===== src/common/vxc_cfg.svh =====
`ifndef VXC_CFG_SVH
`define VXC_CFG_SVH

// ---------------------------------------------------------------
// bus addressing
// ---------------------------------------------------------------
`define VXC_ADDR_HIGH      4'h9   // fixed upper four bits of the seven-bit address
`define VXC_RW_WRITE       1'b0   // only writes are accepted
`define VXC_STRAP_PINMODE  3'h7   // all straps high selects pin-controlled mode

// ---------------------------------------------------------------
// function indices
// ---------------------------------------------------------------
`define VXC_IDX_ROUTE      2'h0   // route select byte
`define VXC_IDX_GAIN       2'h1   // gain, clamp and aux byte
`define VXC_IDX_ENABLE     2'h2   // output drive enable byte

// ---------------------------------------------------------------
// field positions of the gain, clamp and aux byte and the enable byte
// ---------------------------------------------------------------
`define VXC_GAIN_MSB       7
`define VXC_GAIN_LSB       4
`define VXC_CLAMP_MSB      3      // clamp off, input one
`define VXC_CLAMP_LSB      2      // clamp off, input zero
`define VXC_AUX_ONE        1
`define VXC_AUX_ZERO       0
`define VXC_ENABLE_MSB     3

// ---------------------------------------------------------------
// reset values and timing counts
// ---------------------------------------------------------------
`define VXC_RST_ROUTE      8'h00  // every output on input zero
`define VXC_RST_GAIN       8'h00  // gain two, clamps on, aux low
`define VXC_RST_ENABLE     8'h00  // every output high impedance
`define VXC_RST_CLAMP      4'h3   // inputs zero and one clamped, as the reset gain byte implies
`define VXC_BYTE_BITS      4'h8   // bits per received byte
`define VXC_STRAP_WAIT     2'h3   // cycles after reset before straps are trusted

`endif


===== src/common/vxc_pkg.sv =====
// ---------------------------------------------------------------
// shared types of the crosspoint control
// ---------------------------------------------------------------
package vxc_pkg;

	// route code of one output, the index of its source input
	typedef logic [1:0] vxc_code_t;

	// receive sequencer of the serial control port
	typedef enum logic [2:0] {
		BUS_IDLE,
		BUS_ADDR,
		BUS_ADDR_ACK,
		BUS_SUB,
		BUS_SUB_ACK,
		BUS_DATA,
		BUS_DATA_ACK
	} vxc_bus_t;

endpackage : vxc_pkg


===== src/hdl/vxc_crosspoint_ctrl.sv =====
// Functional notes
// - route code selects the matching input
// - index one: bits 7..4 gain, clear gives two
// - bits 3,2 clamp inputs one, zero when clear
// - bits 1,0 drive the two aux outputs
// - index two: bits 3..0 enable outputs
// - reset: high-z, input zero, gain two, inputs zero, one clamped
// - all straps high: ignore bus, pin mode
// - pin mode: gain two, all clamped, all active
// - pin mode route is output XOR scl,sda
// - scl swaps pairs, sda swaps neighbours
// - index zero: two route bits per output
// - index increments per byte, wraps after two
// - both aux outputs low after power-up
// - straps give three low address bits
`timescale 1ns/1ps

`include "vxc_cfg.svh"

module vxc_crosspoint_ctrl (
	// clock and power-on reset
	input  wire logic             clk,
	input  wire logic             reset,
	// serial control pins; sda is open drain
	input  wire logic             sclPin,
	input  wire logic             sdaIn,
	output logic                  sdaOut,
	output logic                  sdaOeN,
	// address straps
	input  wire logic             addrStrapZero,
	input  wire logic             addrStrapOne,
	input  wire logic             addrStrapTwo,
	// route codes for video drives 0..3
	output vxc_pkg::vxc_code_t    routeCode0,
	output vxc_pkg::vxc_code_t    routeCode1,
	output vxc_pkg::vxc_code_t    routeCode2,
	output vxc_pkg::vxc_code_t    routeCode3,
	// analog path controls
	output logic [3:0]            gainSelectBit,
	output logic [3:0]            clampEnable,
	output logic [3:0]            driveEnableBit,
	// open-drain aux logic outputs
	output logic                  auxLogicOutZero,
	output logic                  auxLogicOutZeroOeN,
	output logic                  auxLogicOutOne,
	output logic                  auxLogicOutOneOeN
);
	import vxc_pkg::*;

	// ---------------------------------------------------------------
	// state
	// ---------------------------------------------------------------
	typedef struct packed {
		vxc_bus_t        state;       // receive sequencer
		logic [3:0]      bitCnt;      // bits taken of current byte
		logic [7:0]      shift;       // byte being received
		logic [1:0]      idx;         // function index
		logic            ackDrive;    // pulling sda low
		logic            sclPrev;     // synced scl, one cycle ago
		logic            sdaPrev;     // synced sda, one cycle ago
		logic [7:0]      routeByte;   // route select byte
		logic [7:0]      gainByte;    // gain, clamp and aux byte
		logic [7:0]      enableByte;  // output drive enable byte
		logic [1:0]      strapWait;   // cycles since reset release
		logic            strapDone;   // straps captured
		logic            pinMode;     // pin-controlled mode
		logic [2:0]      devAddr;     // low address bits from straps
		logic [3:0][1:0] outRoute;    // registered route codes
		logic [3:0]      outGain;     // registered gain selects
		logic [3:0]      outClamp;    // registered clamp enables
		logic [3:0]      outDrive;    // registered drive enables
		logic [1:0]      outAux;      // registered aux levels
	} vxc_core_t;

	vxc_core_t q;       // registered state
	vxc_core_t next_q;  // next state

	// ---------------------------------------------------------------
	// pin synchronisers
	// ---------------------------------------------------------------
	logic [4:0] syncLevel;  // {strap2, strap1, strap0, sda, scl}
	logic       scl;        // synced scl
	logic       sda;        // synced sda
	logic [2:0] strap;      // synced straps

	vxc_sync #(
		.WIDTH(5)
	) u_sync (
		.clk      (clk),
		.reset    (reset),
		.pinLevel ({addrStrapTwo, addrStrapOne, addrStrapZero, sdaIn, sclPin}),
		.syncLevel(syncLevel)
	);

	assign scl   = syncLevel[0];
	assign sda   = syncLevel[1];
	assign strap = syncLevel[4:2];

	// ---------------------------------------------------------------
	// helpers
	// ---------------------------------------------------------------
	// route code of output j from the route select byte
	function automatic logic [1:0] routeOf(input logic [7:0] rb, input int j);
		routeOf = rb[2*j +: 2];
	endfunction : routeOf

	// next function index, wrapping after the third register
	function automatic logic [1:0] nextIdx(input logic [1:0] cur);
		nextIdx = (cur >= `VXC_IDX_ENABLE) ? `VXC_IDX_ROUTE : cur + 2'h1;
	endfunction : nextIdx

	// ---------------------------------------------------------------
	// bus events
	// ---------------------------------------------------------------
	logic busActive;  // bus mode and straps known
	logic sclRise;    // scl rising edge
	logic sclFall;    // scl falling edge
	logic startCond;  // sda falls while scl high
	logic stopCond;   // sda rises while scl high
	logic byteDone;   // eighth bit taken, scl falling
	logic commitNow;  // data byte acknowledged, write it

	// edges look only at the second sync stage and its delayed copy
	assign busActive = q.strapDone & ~q.pinMode;
	assign sclRise   = scl & ~q.sclPrev;
	assign sclFall   = ~scl & q.sclPrev;
	assign startCond = scl & q.sclPrev & q.sdaPrev & ~sda;
	assign stopCond  = scl & q.sclPrev & ~q.sdaPrev & sda;
	assign byteDone  = sclFall & (q.bitCnt == `VXC_BYTE_BITS);
	assign commitNow = busActive & ~startCond & ~stopCond & sclFall
		& (q.state == BUS_DATA_ACK);

	// ---------------------------------------------------------------
	// next state
	// ---------------------------------------------------------------
	always_comb begin
		next_q         = q;
		next_q.sclPrev = scl;
		next_q.sdaPrev = sda;

		// straps are caught a few cycles after release, once synced
		if (!q.strapDone) begin
			next_q.strapWait = q.strapWait + 2'h1;
			if (q.strapWait == `VXC_STRAP_WAIT) begin
				next_q.strapDone = 1'b1;
				next_q.pinMode   = (strap == `VXC_STRAP_PINMODE);
				next_q.devAddr   = strap;
			end
		end

		// receive sequencer; pin mode leaves it parked and silent
		if (!busActive) begin
			next_q.state    = BUS_IDLE;
			next_q.ackDrive = 1'b0;
		end else if (startCond) begin
			// a repeated start restarts the address phase
			next_q.state    = BUS_ADDR;
			next_q.bitCnt   = 4'h0;
			next_q.ackDrive = 1'b0;
		end else if (stopCond) begin
			next_q.state    = BUS_IDLE;
			next_q.ackDrive = 1'b0;
		end else begin
			case (q.state)
				// shift in bits on rising scl
				BUS_ADDR, BUS_SUB, BUS_DATA: begin
					if (sclRise) begin
						next_q.shift  = {q.shift[6:0], sda};
						next_q.bitCnt = q.bitCnt + 4'h1;
					end else if (byteDone) begin
						next_q.bitCnt = 4'h0;
						if (q.state == BUS_ADDR) begin
							// only our write address is acknowledged
							if (q.shift == {`VXC_ADDR_HIGH, q.devAddr, `VXC_RW_WRITE}) begin
								next_q.ackDrive = 1'b1;
								next_q.state    = BUS_ADDR_ACK;
							end else begin
								next_q.state = BUS_IDLE;
							end
						end else if (q.state == BUS_SUB) begin
							// upper index bits are don't care
							next_q.idx      = q.shift[1:0];
							next_q.ackDrive = 1'b1;
							next_q.state    = BUS_SUB_ACK;
						end else begin
							next_q.ackDrive = 1'b1;
							next_q.state    = BUS_DATA_ACK;
						end
					end
				end
				// release sda when the ack clock ends
				BUS_ADDR_ACK: begin
					if (sclFall) begin
						next_q.ackDrive = 1'b0;
						next_q.state    = BUS_SUB;
					end
				end
				BUS_SUB_ACK: begin
					if (sclFall) begin
						next_q.ackDrive = 1'b0;
						next_q.state    = BUS_DATA;
					end
				end
				BUS_DATA_ACK: begin
					if (sclFall) begin
						next_q.ackDrive = 1'b0;
						next_q.state    = BUS_DATA;
					end
				end
				// idle waits for a start
				default: begin
					next_q.state    = BUS_IDLE;
					next_q.ackDrive = 1'b0;
				end
			endcase
		end

		// write only after the ack clock, so a stop mid-ack drops the byte
		if (commitNow) begin
			case (q.idx)
				`VXC_IDX_ROUTE:  next_q.routeByte  = q.shift;
				`VXC_IDX_GAIN:   next_q.gainByte   = q.shift;
				`VXC_IDX_ENABLE: next_q.enableByte = q.shift;
				default:         next_q.routeByte  = q.routeByte;
			endcase
			next_q.idx = nextIdx(q.idx);
		end

		// outputs follow the stored bytes or the pin levels
		if (q.pinMode) begin
			for (int j = 0; j < 4; j++) begin
				next_q.outRoute[j] = 2'(j) ^ {scl, sda};
			end
			next_q.outGain  = 4'h0;
			next_q.outClamp = 4'hf;
			next_q.outDrive = 4'hf;
			next_q.outAux   = 2'h0;
		end else begin
			for (int j = 0; j < 4; j++) begin
				next_q.outRoute[j] = routeOf(next_q.routeByte, j);
			end
			next_q.outGain  = next_q.gainByte[`VXC_GAIN_MSB:`VXC_GAIN_LSB];
			// inputs two and three have no clamp control on the bus
			next_q.outClamp = {2'h0, ~next_q.gainByte[`VXC_CLAMP_MSB:`VXC_CLAMP_LSB]};
			next_q.outDrive = next_q.enableByte[`VXC_ENABLE_MSB:0];
			next_q.outAux   = next_q.gainByte[`VXC_AUX_ONE:`VXC_AUX_ZERO];
		end
	end

	// ---------------------------------------------------------------
	// state register
	// ---------------------------------------------------------------
	always_ff @(posedge clk) begin
		if (reset) begin
			q            <= '0;
			q.state      <= BUS_IDLE;
			q.routeByte  <= `VXC_RST_ROUTE;
			q.gainByte   <= `VXC_RST_GAIN;
			q.enableByte <= `VXC_RST_ENABLE;
			// registered clamps must match the reset byte, or they read all off for one cycle
			q.outClamp   <= `VXC_RST_CLAMP;
		end else begin
			q <= next_q;
		end
	end

	// ---------------------------------------------------------------
	// outputs
	// ---------------------------------------------------------------
	assign sdaOut             = 1'b0;
	assign sdaOeN             = ~q.ackDrive;
	assign routeCode0         = q.outRoute[0];
	assign routeCode1         = q.outRoute[1];
	assign routeCode2         = q.outRoute[2];
	assign routeCode3         = q.outRoute[3];
	assign gainSelectBit      = q.outGain;
	assign clampEnable        = q.outClamp;
	assign driveEnableBit     = q.outDrive;
	// a set aux bit releases the line, a clear one pulls it low
	assign auxLogicOutZero    = 1'b0;
	assign auxLogicOutZeroOeN = q.outAux[0];
	assign auxLogicOutOne     = 1'b0;
	assign auxLogicOutOneOeN  = q.outAux[1];

	logic busMode;  // helper: bus mode settled
	assign busMode = q.strapDone & ~q.pinMode;
endmodule : vxc_crosspoint_ctrl


===== src/hdl/vxc_sync.sv =====
`timescale 1ns/1ps

// ---------------------------------------------------------------
// two-stage synchroniser for pin levels
// ---------------------------------------------------------------
module vxc_sync #(
	parameter int WIDTH = 5
) (
	// clock and reset
	input  wire logic             clk,
	input  wire logic             reset,
	// asynchronous levels in, synchronised levels out
	input  wire logic [WIDTH-1:0] pinLevel,
	output logic      [WIDTH-1:0] syncLevel
);

	// first stage feeds only the second stage
	typedef struct packed {
		logic [WIDTH-1:0] stageOne;
		logic [WIDTH-1:0] stageTwo;
	} vxc_sync_t;

	vxc_sync_t q;       // registered state
	vxc_sync_t next_q;  // next state

	// shift the levels one stage along
	always_comb begin
		next_q.stageOne = pinLevel;
		next_q.stageTwo = q.stageOne;
	end

	// register the state
	always_ff @(posedge clk) begin
		if (reset) begin
			q <= '0;
		end else begin
			q <= next_q;
		end
	end

	assign syncLevel = q.stageTwo;

endmodule : vxc_sync


===== config.mk =====
export PLATFORM = sky130hd
export DESIGN_NAME = vxc_crosspoint_ctrl
export DESIGN_NICKNAME = d
export VERILOG_FILES = /design/src/common/vxc_pkg.sv /design/src/hdl/vxc_crosspoint_ctrl.sv /design/src/hdl/vxc_sync.sv
export VERILOG_INCLUDE_DIRS = /design/src /design/src/common
export SDC_FILE = /design/constraint.sdc
export NUM_CORES = 1
export LEC_CHECK = 0
export ABC_CLOCK_PERIOD_IN_PS = 1650
export BUFFER_PORTS_ARGS = -buffer_cell sky130_fd_sc_hd__buf_2
export CAP_MARGIN = 20
export CORE_MARGIN = 1.5
export CORE_UTILIZATION = 30
export CTS_BUF_LIST = sky130_fd_sc_hd__clkbuf_8 sky130_fd_sc_hd__clkbuf_16
export CTS_CLUSTER_SIZE = 30
export DETAILED_ROUTE_END_ITERATION = 12
export PLACE_DENSITY = 0.49
export SKIP_CTS_REPAIR_TIMING = 1
export SLEW_MARGIN = 15
export SYNTH_ARGS = -nofsm -noshare
export SYNTH_HDL_FRONTEND = slang
export SYNTH_HIERARCHICAL = 1
export SYNTH_SLANG_ARGS = --single-unit

===== constraint.sdc =====
create_clock -name clk -period 1.65 [get_ports clk]
set_clock_uncertainty 0.2 [all_clocks]
set_input_delay 0.165 -clock clk [delete_from_list [all_inputs] [get_ports clk]]
set_output_delay 0.165 -clock clk [all_outputs]
set_load 0.005 [all_outputs]

; ---- After elaboration in Yosys (flattened, before gate mapping)
; Cells that the tools add are included.
[totals]
register_bits = 83
latch_bits = 0
ram_bits = 0
mem_bits_ro = 0
inputBits = 7
output_inout_bits = 26
elab_cells = 143
memories = 0
[op_classes]
add_sub_neg = 3
n_mul = 0
div_mod_pow = 0
order_cmp = 1
eq_ne = 28
shift = 0
muxes = 39
bitwise_logic = 25
n_reduce_logical = 20
[op_table]
columns = cell, count
row1 = $mux 8, 4
row2 = $mux 14, 2
row3 = $mux 7, 4
row4 = $mux 3, 9
row5 = $mux 24, 1
row6 = $mux 22, 1
row7 = $mux 2, 8
row8 = $reduce_and 4->1, 4
row9 = $mux 5, 3
row10 = $and 1x1->1, 13
row11 = $eq 3x3->1 const B, 4
row12 = $ne 2x1->1 const B, 5
row13 = $ne 5x5->1 const B, 2
row14 = $not 1->1, 10
row15 = $reduce_bool 2->1, 5
row16 = $pmux 3 s3, 1
row17 = $eq 8x8->1, 1
row18 = $ne 2x2->1 const B, 4
row19 = $ne 4x1->1 const B, 2
row20 = $ne 4x4->1 const B, 2
row21 = $reduce_and 8->1, 1
row22 = $eq 3x2->1 const B, 2
row23 = $ne 6x6->1 const B, 1
row24 = $reduce_or 2->1, 3
row25 = other kinds (16), 24

; ---- Depth between registers and ports, before layout
; Gate-level depths: netlist of run 1.
[logic_depth]
ltp_word = 13
mapped_depth = 7
mapped_depth_nobuf = 7

; ---- By module
; The synthesis of run 1 kept the hierarchy.
[by_module_without_submodules]
columns = module, instances, cells_each, area_per_inst_um2, seq_area_each_um2
row1 = vxc_crosspoint_ctrl, 1, 302, 2859.0, 1361.3
row2 = vxc_sync, 1, 20, 262.8, 200.2

; ---- Least setup slack after synthesis of run 1
; OpenSTA, ideal clock, no wires.
[synth_timing]
path_type = register to register
from = register u_sync.q (netlist bit u_sync/syncLevel[1])
to = register q (netlist bit driveEnableBit[3])
setup_ps = 133
arrival_ps = 1428
required_ps = 1317
setup_slack_ps = -111
stages_incl_launch_ff = 8
path_buffers = 2
synth_period_minus_slack_ps = 1761
path_cell_list = dfxtp_1 -> buf_2 -> xor2_1 -> a31oi_1 -> and3_1 -> buf_2 -> mux2i_1 -> a21oi_1
[synth_via]
elab_chain_cells = 9
word_cells_on_any_way = 11
cone_classes = mux (2) / bitwise (9)
[synth_rtl]
columns = element, line
row1 = from (decl), vxc_sync.sv:23  ; vxc_sync_t q;
row2 = from (signal assigned), vxc_sync.sv:37  ; q <= next_q;
row3 = $not 1->1, vxc_crosspoint_ctrl.sv:127  ; assign startCond = scl & q.sclPrev & q.sdaPrev & ~sda;
row4 = $and 1x1->1, vxc_crosspoint_ctrl.sv:127
row5 = $not 1->1 (no source line), n/a
row6 = $and 1x1->1, vxc_crosspoint_ctrl.sv:130  ; assign commitNow = busActive & ~startCond & ~stopCond & sclFall
row7 = $and 1x1->1 * (2 in a row), vxc_crosspoint_ctrl.sv:130
row8 = $and 1x1->1 *, vxc_crosspoint_ctrl.sv:131  ; & (q.state == BUS_DATA_ACK);
row9 = $mux 24 *, vxc_crosspoint_ctrl.sv:219  ; if (commitNow) begin
row10 = $mux 22 *, vxc_crosspoint_ctrl.sv:230  ; if (q.pinMode) begin
row11 = to (signal assigned), vxc_crosspoint_ctrl.sv:263  ; q <= next_q;
row12 = to (decl), vxc_crosspoint_ctrl.sv:75  ; vxc_core_t q;
; Mark *: on every way between the ends. The rest lies on a longest branch, timed or not.
; A chain may end at the register's enable or synchronous reset.

; ---- Worst setup path after layout of run 1
[layout_timing]
from = register q[70] (netlist bit)
to = register q (netlist bit gainSelectBit[0])
[layout_via]
elab_chain_cells = 3
[layout_rtl]
columns = element, line
row1 = $eq 3x3->1, vxc_crosspoint_ctrl.sv:131
row2 = $and 1x1->1, vxc_crosspoint_ctrl.sv:131
row3 = $mux 24, vxc_crosspoint_ctrl.sv:219
; Every way passes these cells.

==> results of run 1 <==
## power by group
group	leakage, nW	switching (mW)	internal (mW)
clock	0.117	0.783	0.876
combinational	0.959	0.0959	0.0899
sequential	0.635	0.0155	1.91
## per-layer routing
metal | track usage | wire length (um) | part of all wire | up-vias
met4 | 0.0499 | 84 | 0.013 | 0
met1 | 0.163 | 3240 | 0.49 | 1090
met5 | 0 | 0 | 0 | -
met2 | 0.190 | 3040 | 0.46 | 31
met3 | 0.0368 | 266 | 0.040 | 9
li1 | - | - | - | 1173
## synth_stat cells (3+ instances only)
cell type	instances	area, sq um
dfxtp_1	78	1560
nor2_1	53	199
mux2i_1	31	310
buf_4	25	188
a21oi_1	22	110
nor2b_1	15	93.8
clkbuf_1	7	26.3
nand2_1	7	26.3
inv_1	6	22.5
buf_2	5	25.0
nand2b_1	4	25.0
o21ai_0	4	20.0
a21o_1	3	22.5
buf_1	3	11.3
ha_1	3	37.5
nand3_1	3	15.0
o21bai_1	3	22.5
xnor2_1	3	26.3
xor2_1	3	26.3
## path summary, 6_finish.rpt
kind / from / end / cells after the start
worst min register to register: u_sync/next_q[4] / u_sync/syncLevel[4] / 1
worst max register to register: q[70] / gainSelectBit[0] / 6
worst min-delay path: u_sync/next_q[4] / u_sync/syncLevel[4] / 1
worst max-delay path: q[70] / gainSelectBit[0] / 6
## state kept, by name, indices dropped and copies added, names as in the netlist, 3 cells and up
name              flops
gainSelectBit         4
u_sync/next_q         5
driveEnableBit        4
u_sync/syncLevel      5
clampEnable           3
q                    47
## cells by family after synthesis
kind of cell             after synthesis  synth area share
AND/OR/NAND/NOR                      106             0.172
AO/OA/AOI/OAI                         50             0.109
buffers and inverters                 47            0.0890
multiplexers                          31            0.0994
other                                  1           0.00120
adder cells (fa/ha/maj)                3            0.0120
XOR/XNOR                               6            0.0168
flip-flops                            78             0.500
## layout make-up
| class | instances | area (sq um) |
|---|---|---|
| clock inverter | 7 | 103 |
| multi-input combinational | 199 | 1500 |
| clock buffer | 9 | 124 |
| sequential | 78 | 1580 |
| fill | 1022 | 6170 |
| inverter | 6 | 22.5 |
| timing repair buffer | 81 | 563 |
| tap | 136 | 170 |
## stage by stage
stage,total power [mW],worst slack (ps)
3_5_place_dp,2.13,-205
2_1_floorplan,2.07,-90.2
4_1_cts,3.78,-224
6_report,3.77,-178
3_3_place_gp,2.13,-177
5_1_grt,3.93,-255
==> summary.md, run 1 <==
| Metric | Value |
|---|---|
| Status | `finished with violations` |
| Violated checks | `negative setup slack` |
| Final period util | `1.11` |
| Ys flop type | `dfxtp_1` |
| Max-slew violation count | `0` |
| Total GRT Usage | `0.124` |
| Hold Vio Cnt, Final | `0` |
| Non-Filler Instances | `516` |
| LEAKAGE | `roughly 1.7 nW` |
| Most common cell after layout, fill and taps aside | `dfxtp_1` |
| R2R Setup Slk | `-180 ps` |
| Inserted Diodes | `0` |
| CTS Root Cell | `clkbuf_8` |
| Placer Congestion | `0.801` |
| Largest net degree at the start of global routing | `29` |
| Buffers plus inverters on the worst setup path | `2` |
| CP Cell Sequence | `nand3b_1 -> nor4_4 -> buf_4 -> buf_6 -> mux2i_1 -> nor2_1` |
| PwrDens | `928 nW/um^2` |
| Final ANT Viol Nets | `0` |
| TritonCTS clock tree | `yes` |
| Wirelength per Cell | `approximately 13 um` |
| Sequential fraction of the synthesis area | `0.500` |
| Width of the die | `roughly 110 um` |
| I/O Pins | `33` |
| Post-Place Cells | `488` |
| Cells after Synth | `322` |
| Drt first pass iters | `4` |
| H-tree Lvls | `3` |
| Post-DP Area | `3510 sq um` |
| RSZ-0062 raised after global routing | `yes` |
| Worst-Skew Late Latency | `360 ps` |
| Peak supply drop | `0.548 mV` |
| Die Y | `105 um` |
| HPWL Detailed | `4510 um` |
| Port-buffer cells | `29` |
| CP Launch Type | `flip-flop` |
| Clock transition at the registers of the reported paths | `approximately 90 ps` |
| CP endpoint kind | `flip-flop` |
| Worst Path Max Fanout | `5` |
| Antenna violations before repair | `0` |
| EDFF count, synth | `0` |
| Max Cap Viol | `0` |
| CP Data Required Time | `1700 ps` |
| Kind of critical path | `flip-flop to flip-flop` |
| Hold Slack | `236 ps` |
| Area grow syn2layout | `30.1%` |
| Highest cell delay on the worst timing path | `360 ps` |
| Starting Density | `0.305` |
| Setup_tns | `-4500 ps` |
| Share of cells above drive strength 1 | `0.363` |
| FMAX | `547 MHz` |
| Post-Route Utilization | `0.397` |
| First-pass GRT wire length | `10700 um` |
| Final setup violating endpoints | `50` |
| Nets | `385` |
| Placeable Area | `10200 sq um` |
| CP top delay family | `simple AND/OR/NAND/NOR gates` |
| Yosys warnings | `6` |
| Synthesized flop and latch total | `78` |
| Die area | `11000 sq um` |
| Layout Cell Area excl Fill | `4060 sq um` |
| GRT Residual Overflow | `0` |
| Vias post-DR | `2303` |
| # clock sinks | `78` |
| Routed wire length | `6630 um` |
| Async S/R FF share, synth | `0` |
| Worst hold path class | `flip-flop to flip-flop` |
| Number of global-route vias before repair | `2149` |
| Post-layout minimum cycle time | `1830 ps` |
| Avg Vias per Cell | `4.46` |
| DRT iter0 DRCs | `49` |
| Max stage delay cell, worst path | `dfxtp_4` |
| Max clock buf depth | `2` |
| Worst EP arrival | `1880 ps` |
| CTS buffer count | `9` |
| Setup slack after layout | `-178 ps` |
| Most frequent cells in the layout | `71 x dfxtp_1, 51 x nor2_1, 41 x buf_4` |
| Remaining DRCs | `0` |
| Unique masters post-synth | `55` |
| Cell row count | `37` |
| Mapped cell area | `~3100 sq um` |
| Average size of a mapped cell | `slightly below 10 sq um` |
No activity file was read; power rests on OpenSTA's default activity.
==> inputs of run 2 (changes only) <==
- BUFFER_PORTS_ARGS: -buffer_cell sky130_fd_sc_hd__buf_2 -> -buffer_cell sky130_fd_sc_hd__buf_4
==> run 2 against run 1 <==
Net effect:
- power is 1.8% lower
- critical endpoint is now q[41]
- the flow still finishes with violations (negative setup slack)
- via count down 0.13%
- sequential share of layout area fell by 1.1 points
- combinational power increased by 5%
- flip-flop and latch count stayed put
- global-route usage is 0.12 points lower
- register-to-register slack got worse by 20 ps
- clock power decreased by 5%
- non-clock buffer count is 4 higher
- core utilization increased by 1.2 points
==> summary.md, run 2 (synthesized netlist as in run 1, its figures left out) <==
| Metric | Value |
|---|---|
| Peak supply drop | `between 0.4 and 0.5 mV` |
| Final Power | `3.70 mW` |
| CTS Root Cell | `clkbuf_8` |
| Most common cell after layout, fill and taps aside | `buf_4` |
| Nets | `389` |
| Layout Cell Area excl Fill | `4180 sq um` |
| Inserted Diodes | `0` |
| Worst Path Max Fanout | `5` |
| CP endpoint kind | `flip-flop` |
| Kind of critical path | `flip-flop to flip-flop` |
| Max stage delay cell, worst path | `nor4_4` |
| HPWL Detailed | `4410 um` |
| Die area | `between 10000 and 15000 sq um` |
| Placer Congestion | `0.781` |
| Avg Vias per Cell | `between 4 and 5` |
| Total GRT Usage | `0.123` |
| LEAKAGE | `roughly 1.7 nW` |
| DRT iter0 DRCs | `88` |
| Post-Route Utilization | `0.409` |
| Worst EP arrival | `1880 ps` |
| CTS buffer count | `9` |
| Non-Filler Instances | `520` |
| Routed wire length | `approximately 6600 um` |
| First-pass GRT wire length | `about 11000 um` |
| Status | `finished with violations` |
| Post-DP Area | `3600 sq um` |
| RSZ-0062 raised after global routing | `yes` |
| Max-slew violation count | `0` |
| Max Cap Viol | `0` |
| Antenna violations before repair | `0` |
| FMAX | `541 MHz` |
| PwrDens | `884 nW/um^2` |
| CP Cell Sequence | `nand3b_1 -> nor4_4 -> buf_6 -> mux2i_2 -> nor2_1` |
| Width of the die | `105 um` |
| Violated checks | `negative setup slack` |
| CP Launch Type | `flip-flop` |
| Post-layout minimum cycle time | `1850 ps` |
| Drt first pass iters | `4` |
| Clock transition at the registers of the reported paths | `80 ps` |
| Worst hold path class | `flip-flop to flip-flop` |
| Worst-Skew Late Latency | `around 350 ps` |
| Highest cell delay on the worst timing path | `400 ps` |
| Remaining DRCs | `0` |
| Most frequent cells in the layout | `73 x buf_4, 71 x dfxtp_1, 52 x nor2_1` |
| I/O Pins | `33` |
| # clock sinks | `78` |
| Hold Path Depth | `1` |
| GRT Residual Overflow | `0` |
| Setup Slack @ Placement | `-198 ps` |
| Share of cells above drive strength 1 | `0.370` |
| Post-Place Cells | `490` |
| Final setup violating endpoints | `54` |
| FILL cells | `approximately 1000` |
| TritonCTS clock tree | `yes` |
| Setup slack after layout | `-199 ps` |
| Starting Density | `0.305` |
| Max clock buf depth | `2` |
| Vias post-DR | `2300` |
| H-tree Lvls | `3` |
| Final ANT Viol Nets | `0` |
| Placeable Area | `10200 sq um` |
| Reg with most FFs | `q` |
| Reg area | `1580 sq um` |
| Port-buffer cells | `29` |
| Area of the multi-input gates | `1520 sq um` |
| Wirelength per Cell | `approximately 13 um` |
| Hold Vio Cnt, Final | `0` |
| Die Y | `about 110 um` |
| Largest net degree at the start of global routing | `26` |
| Final period util | `1.12` |
| FF-to-FF path depth | `5` |
| Number of global-route vias before repair | `2188` |
| Max reg flops | `47` |
| Area grow syn2layout | `33.9%` |
| Cell row count | `37` |
| CP Data Required Time | `1680 ps` |
==> run 2: cell count changes in the layout (fill, tap and decap cells not counted), moves of 2 or more <==
| cell | before | now |
|---|---|---|
| buf_4 | 41 | 73 |
| buf_2 | 29 | 0 |
| a21oi_2 | 1 | 6 |
| a21oi_1 | 21 | 17 |
| a311oi_1 | 2 | 0 |
| a311oi_2 | 0 | 2 |
| clkinvlp_4 | 0 | 2 |
| dlygate4sd3_1 | 6 | 8 |
| inv_1 | 4 | 6 |
| mux2i_1 | 21 | 19 |
| o21ai_1 | 0 | 2 |
| o21ai_2 | 2 | 0 |
==> run 2: worst paths after layout <==
path / start / slack [ps] / endpoint
worst max register to register: q[70] / -200 / q[41]
worst min register to register: u_sync/next_q[3] / 240 / u_sync/syncLevel[3]
worst min-delay path: u_sync/next_q[3] / 240 / u_sync/syncLevel[3]
worst max-delay path: q[70] / -200 / q[41]
==> run 2: stage by stage <==
stage	hold slack [ps]	TNS (ps)
after floorplan	36.6	-390
after global placement	178	-4460
after detailed placement	186	-3920
after CTS	-189	-5830
after global routing	256	-10440
final	238	-5980
==> run 2: report_power, final <==
part	internal, mW	switching (mW)
registers	1.90	0.0141
logic	0.0949	0.100
clock network	0.857	0.726
total	2.86	0.840
==> run 2: final cells by class <==
class                      instances  area share
clock inverter                     7      0.0230
clock buffer                       9      0.0296
timing repair buffer              85       0.161
inverter                           6     0.00539
sequential                        78       0.377
multi-input combinational        199       0.364
tap                              136      0.0407
==> run 2: metal layers <==
layer  wire, um  global-route usage  vias up
met5          0                   0        -
met4         87              0.0470        0
met3        207              0.0362        7
met2       3070               0.185       27
met1       3260               0.165     1092
li1           -                   -     1174
==> run 2: worst max-delay path: cells and delay by family, from the launching register on <==
family | cells | cell delay [ps]
buffers and inverters | 1 | 230
DFF | 1 | 360
muxes | 1 | 250
and+or+nand+nor | 3 | 700
